==> src/hdl/ssel_pkg.sv <==
// Shared constants, codes and carrier structs for the speed reference source selector.
// Assumes a single 25 MHz clock and a plain address/strobe register port.
package ssel_pkg;

    ////////////////////////////////////////////////////////////////////////////
    // Register port geometry and offsets
    localparam int          ADDR_W      = 4;
    localparam int          DATA_W      = 16;
    localparam logic [3:0]  OFS_CTRL    = 4'h0;
    localparam logic [3:0]  OFS_CFG     = 4'h1;
    localparam logic [3:0]  OFS_KEYPAD  = 4'h2;
    localparam logic [3:0]  OFS_PRESET1 = 4'h3;
    localparam logic [3:0]  OFS_STATUS  = 4'h4;

    ////////////////////////////////////////////////////////////////////////////
    // Control register fields
    localparam int CTRL_AN2 = 0;
    localparam int CTRL_PRE = 1;
    localparam int CTRL_KEY = 2;
    localparam int CTRL_PRC = 3;
    localparam int CTRL_SB0 = 4;
    localparam int CTRL_SB1 = 5;
    localparam int CTRL_SB2 = 6;
    localparam int CTRL_RST = 7;
    localparam logic [15:0] CTRL_WMASK = 16'h00ff;

    // Configuration register fields
    localparam int CFG_REFSEL_LSB = 0;
    localparam int CFG_AN2MODE    = 3;
    localparam int CFG_PSEL_LSB   = 4;
    localparam int CFG_INIT_LSB   = 8;
    localparam logic [15:0] CFG_WMASK = 16'h03ff;

    // Status register fields
    localparam int STAT_SRC_LSB = 0;
    localparam int STAT_PRE_LSB = 4;

    ////////////////////////////////////////////////////////////////////////////
    // Reset values
    localparam logic [15:0] CTRL_RST_VAL   = 16'h0000;
    localparam logic [15:0] CFG_RST_VAL    = 16'h0000;
    localparam logic [15:0] VALUE_RST_VAL  = 16'h0000;
    localparam logic [3:0]  PRE_IND_RST    = 4'h1;

    ////////////////////////////////////////////////////////////////////////////
    // Codes
    typedef enum logic [2:0] {
        SRC_AN1       = 3'h1,
        SRC_AN2       = 3'h2,
        SRC_PRESET    = 3'h3,
        SRC_KEYPAD    = 3'h4,
        SRC_PRECISION = 3'h5
    } ssel_src_t;

    typedef enum logic [1:0] {
        ST_LOAD = 2'h1,
        ST_RUN  = 2'h2
    } ssel_fsm_t;

    localparam logic [1:0] INIT_ZERO    = 2'h0;
    localparam logic [1:0] INIT_LAST    = 2'h1;
    localparam logic [1:0] INIT_PRESET1 = 2'h2;
    localparam logic [3:0] PSEL_BITS    = 4'h0;
    localparam logic [3:0] PSEL_TIMED   = 4'h9;
    localparam logic [2:0] REFSEL_TERM  = 3'h0;

    ////////////////////////////////////////////////////////////////////////////
    // Timing
    localparam int TICK_PERIOD_US = 4000;
    localparam int CLK_FREQ_MHZ   = 25;
    localparam int TICK_CYCLES    = TICK_PERIOD_US * CLK_FREQ_MHZ;
    localparam int TICK_CNT_W     = 17;
    localparam logic [15:0] DWELL_TICKS = 16'h00fa;

    ////////////////////////////////////////////////////////////////////////////
    // Carriers and state
    typedef struct packed {
        logic [3:0]  addr;
        logic [15:0] wdata;
        logic        we;
        logic        re;
    } ssel_bus_req_t;

    typedef struct packed {
        logic [15:0] keypad;
        logic [15:0] preset1;
        logic [1:0]  init_sel;
    } ssel_nv_t;

    typedef struct packed {
        ssel_fsm_t   fsm;
        logic [15:0] ctrl;
        logic [15:0] cfg;
        logic [15:0] keypad;
        logic [15:0] preset1;
        ssel_src_t   src;
        logic [3:0]  pre_ind;
        logic [2:0]  seq_idx;
        logic [15:0] dwell;
        logic [15:0] rdata;
    } ssel_state_t;

    typedef struct packed {
        logic [TICK_CNT_W-1:0] cnt;
        logic                  tick;
    } ssel_tick_state_t;

endpackage : ssel_pkg

==> src/hdl/ssel_tick.sv <==
// Divider that turns the system clock into a one-cycle control-task enable.
// Assumes a synchronous active-low reset on the same clock.
`timescale 1ns/1ns
module ssel_tick #(
    parameter int CNT = ssel_pkg::TICK_CYCLES
) (
    // Clock and reset
    input  wire logic ref_clk_i,
    input  wire logic nrst_i,
    // Enable pulse
    output logic      tick_o
);
    import ssel_pkg::*;

    ssel_tick_state_t q, d;

    always_comb begin
        d      = q;
        d.tick = 1'b0;
        if (q.cnt == TICK_CNT_W'(CNT - 1)) begin
            d.cnt  = '0;
            d.tick = 1'b1;
        end else begin
            d.cnt = q.cnt + TICK_CNT_W'(1);
        end
    end

    always_ff @(posedge ref_clk_i) begin
        if (!nrst_i) begin
            q <= '0;
        end else begin
            q <= d;
        end
    end

    assign tick_o = q.tick;
endmodule : ssel_tick

==> src/hdl/ssel_top.sv <==
// Speed reference source selector: override priority, preset number, sequencing timer,
// power-up keypad value and a small register file.
// Assumes synchronous inputs, a plain register port and restored values on nv_i at reset.
//
// Function
// - Highest of four overrides wins, precision first
// - Analog-2 override alone forces source 2
// - Preset override over analog-2 forces source 3
// - Keypad override without precision forces source 4
// - Precision override always forces source 5
// - Three select bits form preset number bits
// - Restart flag holds timer, selects preset 1
// - Restart clear: preset follows sequencing timer
// - Active source indicator 1..5, 4ms refresh
// - Active preset indicator reads 1..8
// - Power-up keypad value: zero, last, preset1
//
// Local design decisions: the address map and the plain strobed port.
`timescale 1ns/1ns
module ssel_top #(
    parameter int          TICK_CNT = ssel_pkg::TICK_CYCLES,
    parameter logic [15:0] DWELL    = ssel_pkg::DWELL_TICKS
) (
    // Clock and reset
    input  wire logic                   ref_clk_i,
    input  wire logic                   nrst_i,
    // Register port
    input  wire ssel_pkg::ssel_bus_req_t bus_i,
    output logic [15:0]                 rdata_o,
    // Values restored at power-up
    input  wire ssel_pkg::ssel_nv_t     nv_i,
    // Indicators and values
    output ssel_pkg::ssel_src_t         active_source_indicator_o,
    output logic [3:0]                  active_preset_indicator_o,
    output logic [15:0]                 keypad_reference_value_o,
    output logic [15:0]                 first_preset_value_o
);
    import ssel_pkg::*;

    ssel_state_t q, d;
    logic        tick;
    logic        ovr_an2;
    logic        ovr_pre;
    logic        ovr_key;
    logic        ovr_prc;
    logic        restart;
    logic [2:0]  sel_bits;
    logic [2:0]  refsel;
    logic        an2_mode;
    logic [3:0]  psel;
    logic        timed;
    logic [15:0] status;

    ////////////////////////////////////////////////////////////////////////////
    // Control task enable
    ssel_tick #(
        .CNT       (TICK_CNT)
    ) u_tick (
        .ref_clk_i (ref_clk_i),
        .nrst_i    (nrst_i),
        .tick_o    (tick)
    );

    ////////////////////////////////////////////////////////////////////////////
    // Field decode
    assign ovr_an2  = q.ctrl[CTRL_AN2];
    assign ovr_pre  = q.ctrl[CTRL_PRE];
    assign ovr_key  = q.ctrl[CTRL_KEY];
    assign ovr_prc  = q.ctrl[CTRL_PRC];
    assign restart  = q.ctrl[CTRL_RST];
    assign sel_bits = {q.ctrl[CTRL_SB2], q.ctrl[CTRL_SB1], q.ctrl[CTRL_SB0]};
    assign refsel   = q.cfg[CFG_REFSEL_LSB +: 3];
    assign an2_mode = q.cfg[CFG_AN2MODE];
    assign psel     = q.cfg[CFG_PSEL_LSB +: 4];
    assign timed    = (psel == PSEL_TIMED);

    // Status word as software reads it
    always_comb begin
        status                     = '0;
        status[STAT_SRC_LSB +: 3]  = q.src;
        status[STAT_PRE_LSB +: 4]  = q.pre_ind;
    end

    ////////////////////////////////////////////////////////////////////////////
    // Next state
    always_comb begin
        d       = q;
        d.rdata = '0;

        // Register writes
        if (bus_i.we) begin
            case (bus_i.addr)
                OFS_CTRL:    d.ctrl    = bus_i.wdata & CTRL_WMASK;
                OFS_CFG:     d.cfg     = bus_i.wdata & CFG_WMASK;
                OFS_KEYPAD:  d.keypad  = bus_i.wdata;
                OFS_PRESET1: d.preset1 = bus_i.wdata;
                default:     d.ctrl    = q.ctrl;
            endcase
        end

        // Register reads; unmapped offsets answer zero
        if (bus_i.re) begin
            case (bus_i.addr)
                OFS_CTRL:    d.rdata = q.ctrl;
                OFS_CFG:     d.rdata = q.cfg;
                OFS_KEYPAD:  d.rdata = q.keypad;
                OFS_PRESET1: d.rdata = q.preset1;
                OFS_STATUS:  d.rdata = status;
                default:     d.rdata = '0;
            endcase
        end

        case (q.fsm)
            ST_LOAD: begin
                // First cycle after reset: restore keypad value per stored option
                d.fsm                      = ST_RUN;
                d.cfg[CFG_INIT_LSB +: 2]   = nv_i.init_sel;
                d.preset1                  = nv_i.preset1;
                case (nv_i.init_sel)
                    INIT_LAST:    d.keypad = nv_i.keypad;
                    INIT_PRESET1: d.keypad = nv_i.preset1;
                    default:      d.keypad = VALUE_RST_VAL;
                endcase
            end
            ST_RUN: begin
                // Sequencing timer; held while restart is set, runs only with the timed preset selector
                if (timed && restart) begin
                    d.dwell   = '0;
                    d.seq_idx = '0;
                end else if (timed && tick) begin
                    if (q.dwell == DWELL - 16'h0001) begin
                        d.dwell   = '0;
                        d.seq_idx = q.seq_idx + 3'h1;
                    end else begin
                        d.dwell = q.dwell + 16'h0001;
                    end
                end

                if (tick) begin
                    // Override priority, highest first
                    if (ovr_prc) begin
                        d.src = SRC_PRECISION;
                    end else if (ovr_key) begin
                        d.src = SRC_KEYPAD;
                    end else if (ovr_pre) begin
                        d.src = SRC_PRESET;
                    end else if (ovr_an2) begin
                        d.src = SRC_AN2;
                    end else if (refsel == REFSEL_TERM) begin
                        d.src = an2_mode ? SRC_AN2 : SRC_AN1;
                    end else if (refsel > 3'h5) begin
                        d.src = SRC_PRECISION;
                    end else begin
                        d.src = ssel_src_t'(refsel);
                    end

                    // Preset number
                    if (timed) begin
                        d.pre_ind = restart ? 4'h1 : {1'b0, q.seq_idx} + 4'h1;
                    end else if (psel == PSEL_BITS) begin
                        d.pre_ind = {1'b0, sel_bits} + 4'h1;
                    end else if (psel <= 4'h8) begin
                        d.pre_ind = psel;
                    end else begin
                        d.pre_ind = PRE_IND_RST;
                    end
                end
            end
            default: begin
                d.fsm = ST_LOAD;
            end
        endcase
    end

    always_ff @(posedge ref_clk_i) begin
        if (!nrst_i) begin
            q.fsm     <= ST_LOAD;
            q.ctrl    <= CTRL_RST_VAL;
            q.cfg     <= CFG_RST_VAL;
            q.keypad  <= VALUE_RST_VAL;
            q.preset1 <= VALUE_RST_VAL;
            q.src     <= SRC_AN1;
            q.pre_ind <= PRE_IND_RST;
            q.seq_idx <= '0;
            q.dwell   <= '0;
            q.rdata   <= '0;
        end else begin
            q <= d;
        end
    end

    ////////////////////////////////////////////////////////////////////////////
    // Outputs
    assign rdata_o                   = q.rdata;
    assign active_source_indicator_o = q.src;
    assign active_preset_indicator_o = q.pre_ind;
    assign keypad_reference_value_o  = q.keypad;
    assign first_preset_value_o      = q.preset1;

    // Most checks apply only once the power-up load is done
    logic run;
    assign run = (q.fsm == ST_RUN);
endmodule : ssel_top

==> config.mk <==
export PLATFORM = sky130hd
export DESIGN_NAME = ssel_top
export DESIGN_NICKNAME = d
export VERILOG_FILES = /design/src/hdl/ssel_pkg.sv /design/src/hdl/ssel_tick.sv /design/src/hdl/ssel_top.sv
export SDC_FILE = /design/constraint.sdc
export NUM_CORES = 1
export LEC_CHECK = 0
export BUFFER_PORTS_ARGS = -buffer_cell sky130_fd_sc_hd__buf_2
export CORE_ASPECT_RATIO = 1.5
export CORE_UTILIZATION = 50
export DETAILED_ROUTE_END_ITERATION = 10
export GPL_ROUTABILITY_DRIVEN = 0
export GPL_TIMING_DRIVEN = 0
export PLACE_DENSITY_LB_ADDON = 0.05
export SYNTH_ARGS = -nofsm -noshare
export SYNTH_HDL_FRONTEND = slang
export SYNTH_SLANG_ARGS = --single-unit
export TNS_END_PERCENT = 5
==> constraint.sdc <==
create_clock -name ref_clk_i -period 3.5 [get_ports ref_clk_i]
set_input_delay 0.35 -clock ref_clk_i [delete_from_list [all_inputs] [get_ports ref_clk_i]]
set_output_delay 0.35 -clock ref_clk_i [all_outputs]
set_load 0.01 [all_outputs]
==> results of run 1 <==
flip-flops by register name, summed over array words and instances (netlist names):
| signal | flops |
|---|---|
| q | 30 |
| u_tick.q | 17 |
| first_preset_value_o | 16 |
| keypad_reference_value_o | 16 |
| rdata_o | 16 |
| active_preset_indicator_o | 4 |
| psel | 4 |
| active_source_indicator_o | 3 |
| an2_mode | 1 |
| ovr_an2 | 1 |
| ovr_key | 1 |
| ovr_prc | 1 |
| ovr_pre | 1 |
| u_tick.tick_o | 1 |
final cells by class:
cell class / instances / share of cell area, %
Multi-Input combinational cell: 457 / 41.8
Sequential cell: 112 / 32.7
Clock buffer: 12 / 3.89
Timing Repair Buffer: 109 / 7.95
Buffer: 101 / 9.69
Inverter: 14 / 0.766
Clock inverter: 3 / 0.584
Tap cell: 147 / 2.68
per-stage QoR:
stage	instances	hold slack [ps]	power [mW]
floorplan	684	430	1.78
global placement	940	448	1.97
detailed placement	940	463	1.98
CTS	955	230	3.02
global route	955	249	3.14
finish	955	235	3.01
power groups by stage:
stage	logic [mW]	registers, mW	clock network, mW
6_report	0.543	1.42	1.05
5_1_grt	0.588	1.43	1.12
4_1_cts	0.540	1.42	1.07
3_5_place_dp	0.538	1.45	0
3_3_place_gp	0.528	1.44	0
2_1_floorplan	0.365	1.42	0
kinds of logic (layout without fill, tap and decap cells):
logic type	count (synthesis)	after routing
AOI/OAI and AO/OA	161	161
and+or+nand+nor	261	261
DFF	112	112
adders and majority gates	7	7
buffers and inverters	115	239
xor gates and xnor gates	23	23
muxes	5	5
layout by cell type, fill, tap and decap left out, types with 3 or more instances in the layout:
| master | instances |
|---|---|
| buf_2 | 124 |
| dfxtp_1 | 112 |
| nor2_1 | 89 |
| buf_4 | 62 |
| nand2_1 | 57 |
| nand3_1 | 41 |
| a21oi_1 | 41 |
| a22oi_1 | 33 |
| clkbuf_1 | 18 |
| a211oi_1 | 17 |
| a311oi_1 | 17 |
| xor2_1 | 17 |
| nand4_1 | 17 |
| a22o_1 | 16 |
| inv_1 | 13 |
| o21ai_0 | 11 |
| clkbuf_16 | 9 |
| nor3_1 | 8 |
| and3_1 | 8 |
| a222oi_1 | 7 |
| ha_1 | 7 |
| xnor2_1 | 6 |
| nor4_1 | 5 |
| buf_6 | 4 |
| o21ai_1 | 3 |
| mux2_2 | 3 |
| clkbuf_8 | 3 |
how the worst max path moves through the flow:
stage             from  cells past startpoint                          end
2_1_floorplan    q[16]                      6                        q[25]
3_3_place_gp   nv_i[1]                      8  keypad_reference_value_o[8]
3_5_place_dp   nv_i[1]                      8  keypad_reference_value_o[8]
4_1_cts          q[16]                      6                        q[31]
5_1_grt          q[16]                      6                        q[25]
6_report         q[16]                      6                        q[31]
routing by layer:
metal  wire, um  track usage [%]
met1       6610             31.1
met2       8330             49.6
met5          0                0
met3        788             4.02
met4        746             16.2
==> run summary, run 1 <==
Async set-reset flop share out of synthesis: 0%. Dominant register cell in the synthesized netlist: dfxtp_1. TritonCTS built the clock tree.

The initial cell density of the core is 52.1%. Net switching is 27.0% of the power. By area the synthesized netlist is led by dfxtp_1 (39%), buf_4 (8.0%), nor2_1 (5.7%). Internal power comes to 2.20 mW.

The number of cell instances on the worst register-to-register path was 6; the via-per-instance ratio was 5.77. The floorplan row count is 47, and the time the worst path needs with I/O delays and setup is 1910 ps. The number of antenna diodes in the final layout is 0. The violation count after the first detailed-routing iteration was 407. After synthesis, the largest family of logic cells by area is simple AND/OR/NAND/NOR gates. The logs give 112 for the number of sinks on the clock net and 3730 ps for the worst endpoint required time.

The slew at the pin with the worst max-slew slack is 721 ps, and the combinational power share is 18.0%. The detailed router placed 5510 vias in this run. The number of antenna violations at the first check in global routing was 0. The synthesized netlist devotes 1.50% of its cell area to adder and majority cells. Setup TNS after final layout: 0 ps. The final max-slew violation count is 0. In this run the worst path has a maximum fanout of 6. The placed instances occupy a cell area of 6550 um2. Complex-gate fraction of the synthesized area: 19.7%. The setup path with the least slack is of type flip-flop to flip-flop. The number of enable-type register cells in the synthesized netlist came out at 0. Derived from the worst setup path, the maximum achievable clock frequency is 524 MHz. The logs give 51.8% for the headroom to the max-slew limit and 0 for the overflow left after global routing.

The floorplan step set the die height to 134 um. The worst register-to-register path ends at q[31]. Setup violations remaining at the end of the flow were counted as 0. In this run the most critical hold path is launched from bus_i[20]. Yosys mapped the design onto 69 distinct sky130hd cell types. Prior to clock tree synthesis, the placed netlist has a worst setup slack of 1530 ps. For this run, the total global-route usage over all layers was measured as 27.7%. Core area: 11200 um2.

The synthesized netlist cell count came out at 684. Counting every net in the synthesized netlist gives 749. The worst path arrival time was 2140 ps; the mean instance size in the synthesized netlist was 8.51 um2. dfxtp_1 takes more of the synthesized area than any other cell.

The critical path buffer and inverter count is 0, and the post-synthesis instance area is 5820 um2. In this design, the critical path's most frequently occurring cell is nor2_1. The clock passes through at most 2 buffers. Of the synthesized area, sequential elements account for 38.5%. The area fraction in and, or, nand and nor cells after synthesis is 23.5%, and the register bit count reported by yosys is 112. The number of hold violations in the final report came out at 0.

The tightest min-delay check is of the primary input to flip-flop type. After synthesis, the largest area contributor takes up 38.5% of total cell area. For this design the static power due to leakage is 2.85 nW. Final HPWL from detailed placement: 12800 um. Along the worst hold path, the cell count comes to 2. At the later pin of the worst-skew pair, clock insertion delay measures 350 ps. The end-of-flow core utilization came out at 61.4%. The flow ran to the end, and the final reports show no timing, DRC or antenna violations. The H-tree was split into 3 levels.

For this design, the slowest cell found on the critical path is nor4b_1. For the number of remaining DRC errors, the log shows 0. STA classifies the critical path endpoint as a flip-flop.

Worst flop-to-flop path startpoint: q[16]. The power share of the clock group came out at 34.9%. Startpoint type of the worst setup path: a flip-flop. Across all setup checks in the final design, the least slack found is 1590 ps.

Walking the worst path, the cells encountered are ha_1, nor4b_1, and4_1, nor2_1, nor2_2, nor2_1. Broken down by cell family, the worst path's largest delay share belongs to simple AND/OR/NAND/NOR gates. The detail route stage leaves a number of antenna-violating nets equal to 0. For this block, the routed nets add up to 16500 um of wire.

The number of buffers inserted by post-CTS setup repair is 0, and the worst setup skew after layout is 4.82 ps. After filler insertion, the fill cell instance count of the layout stands at 1044. The mux cell area share after synthesis is 0.924%, and the number of clock buffers inserted by TritonCTS is 9. The post-synthesis xor/xnor area fraction was 3.46%. Pin placement for this block handled 113 I/O pins. Counting instances in the post-synthesis netlist gives the leading cell types as dfxtp_1 (112), nor2_1 (89), buf_4 (62), nand2_1 (57). The number of global-route vias before repair is 5371. Among all cell types in the netlist, the one instantiated most often is dfxtp_1. Across all register-to-register paths, the minimum setup slack is 1590 ps. The root buffer cell is clkbuf_16.

The floorplan step defined a die boundary enclosing 12100 um2. The tools report the count of hold buffers inserted by post-cts repair as 0. The combined flip-flop and latch cell area came out at 2240 um2. With fillers left out, the area of the finished cells amounts to 6860 um2. Number of max-cap violations: 0. After clock tree synthesis, the clock-pin slew on the worst setup and hold paths is 70 ps. The synthesis-to-finish area growth was 17.8%; the number of port buffers was 109. The post-cts sizing count is 0, and the die extent in x is 90.1 um. Summing all multi-input logic gate instances after layout gives 2860 um2. The first global-routing pass estimated 26600 um of wire. After layout, the worst path uses 54.5% of the clock period. The power per unit of standard cell area is 439 nW/um2, and the detailed-router iteration count before antenna repair is 6. Number of warning messages in the yosys log: 0. Entering global routing, the biggest net connects 17 pins. The total number of nets in the final design was 869; the mean routed wirelength per cell was 17.3 um.

The fraction of layout cells with a size suffix above 1 is 28.7%, and the peak ir drop on the vdd network is 0.295 mV. End point of the most critical hold path: rdata_o[8]. The delay contributed by the slowest stage of the critical path is 390 ps, and the net switching power is 0.814 mW. The sequential share of power was 47.1%. Setup repair after global routing left no endpoint under its margin.
(Power assumes the default switching activity.)
==> run 2, diff against run 1 <==
==> constraint.sdc (replaced) <==
create_clock -name ref_clk_i -period 1.6 [get_ports ref_clk_i]
set_input_delay 0.16 -clock ref_clk_i [delete_from_list [all_inputs] [get_ports ref_clk_i]]
set_output_delay 0.16 -clock ref_clk_i [all_outputs]
set_load 0.01 [all_outputs]
==> run 2 against run 1 <==
  * Sequential power is 120% higher
  * Largest power group unchanged
  * Critical endpoint is now q[22]
  * Largest cell class unchanged
  * Clock-buffer cell count stayed put
  * Combinational power grew 120%
  * The run now ends with setup timing left
==> run summary, run 2 (synthesis results as in run 1) <==
The run finished, with violations left. The final reports fail on setup timing. CP cell instances: inv_2, ha_2, nor4b_4, nand4_2, buf_4, nand3_2, nor3_1, o22a_1 (was ha_1, nor4b_1, and4_1, nor2_1, nor2_2, nor2_1). The tools report the worst path arrival time as 1860 ps (was 2140 ps). For the depth of the CTS H-tree, the log shows 3 (unchanged).

The synthesis-to-finish area growth was 23.0% (was 17.8%); the maximum number of buffers from clock root to sink was 2 (unchanged). The number of antenna cells inserted was 0 (unchanged); the post-detailed-routing wire length was 17000 um (was 16500 um). The fraction of layout cells with a size suffix above 1 works out to 34.3% (was 28.7%). Number of port buffers: 109 (unchanged). The remaining antenna violation count after routing is 0 (unchanged), and the overflow left after global routing is 0 (unchanged).

The net switching power is 1.79 mW (was 0.814 mW), and the via-per-instance ratio is 5.82 (was 5.77). The run gives 940 (unchanged) as the total instance count after detailed placement. Fill cell total of the finished layout: 1002 (was 1044). The final max-slew violation count came out at 0 (unchanged). Cell with the largest stage delay on the worst path: dfxtp_2 (was nor4b_1). For the total internal power, the log shows 4.83 mW (was 2.20 mW).

The tools report the combined flip-flop and latch cell area as 2260 um2 (was 2240 um2). The tools report the number of max-cap violations as 0 (unchanged). Floorplan die area: 12100 um2 (unchanged).

Commonest cells after routing, fill and taps aside: buf_2 (120), dfxtp_1 (103), nor2_1 (83) (was buf_2 (124), dfxtp_1 (112), nor2_1 (89)). Peak ir drop on the vdd network: 0.648 mV (was 0.295 mV). The reported leakage power was 2.97 nW (was 2.85 nW). Switching portion of total power: 27.1% (was 27.0%).

The power share of the clock group was 34.7% (was 34.9%); the final worst-path setup slack was -19.7 ps (was 1590 ps). The die extent in x works out to 90.1 um (unchanged). The most common cell after layout, fill and taps aside is buf_2 (unchanged). The tools report the startpoint type of the worst setup path as a flip-flop (unchanged).

Total non-filler cell area in the finished layout: 7160 um2 (was 6860 um2). Worst setup skew after layout: 5.23 ps (was 4.82 ps). The detailed-router iteration count before antenna repair was 6 (unchanged). The number of I/O pins was 113 (unchanged). The logs give 11200 um2 (unchanged) for the core area and 0 (unchanged) for the count of hold buffers inserted by post-cts repair. The number of clock buffers inserted by TritonCTS was 9 (unchanged); the largest fanout on the critical path was 3 (was 6). For the final HPWL from detailed placement, the log shows 12800 um (unchanged). Largest registers: q (30), u_tick.q (17) (unchanged). The tools report the clock insertion delay at the later pin of the skew report as 350 ps (about the same). The y dimension of the die was 134 um (unchanged); the total global routing track utilization was 27.9% (was 27.7%).

The register with the highest flop count is q (unchanged). Setup repair after global routing could not meet its margin everywhere. The root buffer cell is clkbuf_16 (unchanged). Number of global-route vias before repair: 5429 (was 5371). The type of the most critical hold path is primary input to flip-flop (unchanged).

The power per unit of standard cell area is 925 nW/um2 (was 439 nW/um2), and the total number of nets in the final design is 883 (was 869). The tools report the floorplan row count as 47 (unchanged). TritonCTS built the clock tree. The number of cell instances on the worst register-to-register path works out to 8 (was 6). The global-route wire length before repair was 26800 um (was 26600 um); the delay contributed by the slowest stage of the critical path was 340 ps (was 390 ps). The clock edge transition at the registers on the reported setup and hold paths works out to 70 ps (about the same). Type of the setup path with the least slack: flip-flop to flip-flop (unchanged). The initial cell density of the core was 52.1% (unchanged). The largest net degree at the start of global routing was 17 (unchanged); the placed cell area was 6550 um2 (unchanged).

The tools report the headroom to the max-slew limit as 51.0% (was 51.8%). The number of flip-flops in the largest register was 30 (unchanged); the slew at the pin with the worst max-slew slack was 735 ps (was 721 ps). The capturing element type of the critical path is a flip-flop (unchanged). The time the worst path needs with I/O delays and setup came out at 1620 ps (was 1910 ps). The final setup violation count was 1 (was 0); the number of sinks on the clock net was 112 (unchanged). The tools report the number of antenna violations at the first check in global routing as 0 (unchanged). The run gives 5638 (was 5510) as the overall via count from detail_route.

The combinational power share was 18.4% (was 18.0%); the worst endpoint required time was 1840 ps (was 3730 ps). The number of remaining DRC errors was 0 (unchanged); the violation count after the first detailed-routing iteration was 404 (was 407). The logs give -307 ps (was 1530 ps) for the worst setup slack before clock tree synthesis and 0 (unchanged) for the number of hold violations in the final report. The tools report the achievable frequency as 617 MHz (was 524 MHz). Mean routed wirelength per cell: 17.6 um (was 17.3 um).

The share of the clock period used by the worst path is 101% (was 54.5%), and the multi-input combinational cell area is 2990 um2 (was 2860 um2). The run gives 969 (was 955) as the final non-filler cell total. The sequential share of power is 46.8% (was 47.1%), and the number of cells on the worst hold path is 2 (unchanged). The tools report the end-of-flow core utilization as 64.1% (was 61.4%).
==> run 2: cell types whose count changed in the layout (fill, tap and decap cells not counted), sizes merged <==
| cell | before | now |
|---|---|---|
| buf | 191 | 205 |
==> run 2: layout make-up <==
| class | instances | area share (%) |
|---|---|---|
| Tap cell | 147 | 2.57 |
| Timing Repair Buffer | 125 | 9.52 |
| Inverter | 14 | 0.734 |
| Clock inverter | 3 | 0.559 |
| Buffer | 99 | 9.50 |
| Multi-Input combinational cell | 457 | 41.8 |
| Clock buffer | 12 | 3.72 |
| Sequential cell | 112 | 31.6 |
==> run 2: stage by stage <==
step	total power, mW	setup TNS [ps]	hold WS [ps]
after floorplan	3.90	0	307
after global placement	4.31	-4970	406
after detailed placement	4.34	-7180	411
after CTS	6.63	-308	40.3
after global routing	6.89	-793	58.7
final	6.62	-19.7	45.2
==> run 2: what timing repair did <==
item | 4_1_cts | 5_1_grt
hold endpoints to repair | 0 | 0
setup buffers | 3 | 13
endpoints found under the setup margin | 47 | 50
pin swaps | 8 | 13
gates resized for setup | 20 | 43
==> run 2: path summary, 6_finish.rpt <==
check	to	slack, ps	start
min reg2reg	u_tick.q[1]	440	u_tick.q[1]
max reg2reg	q[22]	-20	q[17]
min	rdata_o[8]	50	bus_i[20]
max	q[22]	-20	q[17]
==> run 2: per-layer routing <==
layer	routed length, um	vias up	track usage [%]
met3	971	46	4.02
met2	8760	239	50.3
met5	0	-	0
met4	701	0	16.3
met1	6590	2664	31.2
li1	-	2689	-
==> run 2: power by group through the flow <==
stage               Clock, mW  Sequential [mW]  Combinational (mW)
floorplan                   0             3.11               0.798
global placement            0             3.16                1.16
detailed placement          0             3.16                1.18
CTS                      2.33             3.10                1.19
global route             2.45             3.12                1.32
finish                   2.30             3.10                1.22
==> run 2: worst max-delay path: cells and delay by family (launching register included) <==
kind,cells,cell delay [ps]
DFF,1,340
adders and majority gates,1,170
AOI/OAI and AO/OA,1,190
buffers and inverters,2,260
and+or+nand+nor,4,550
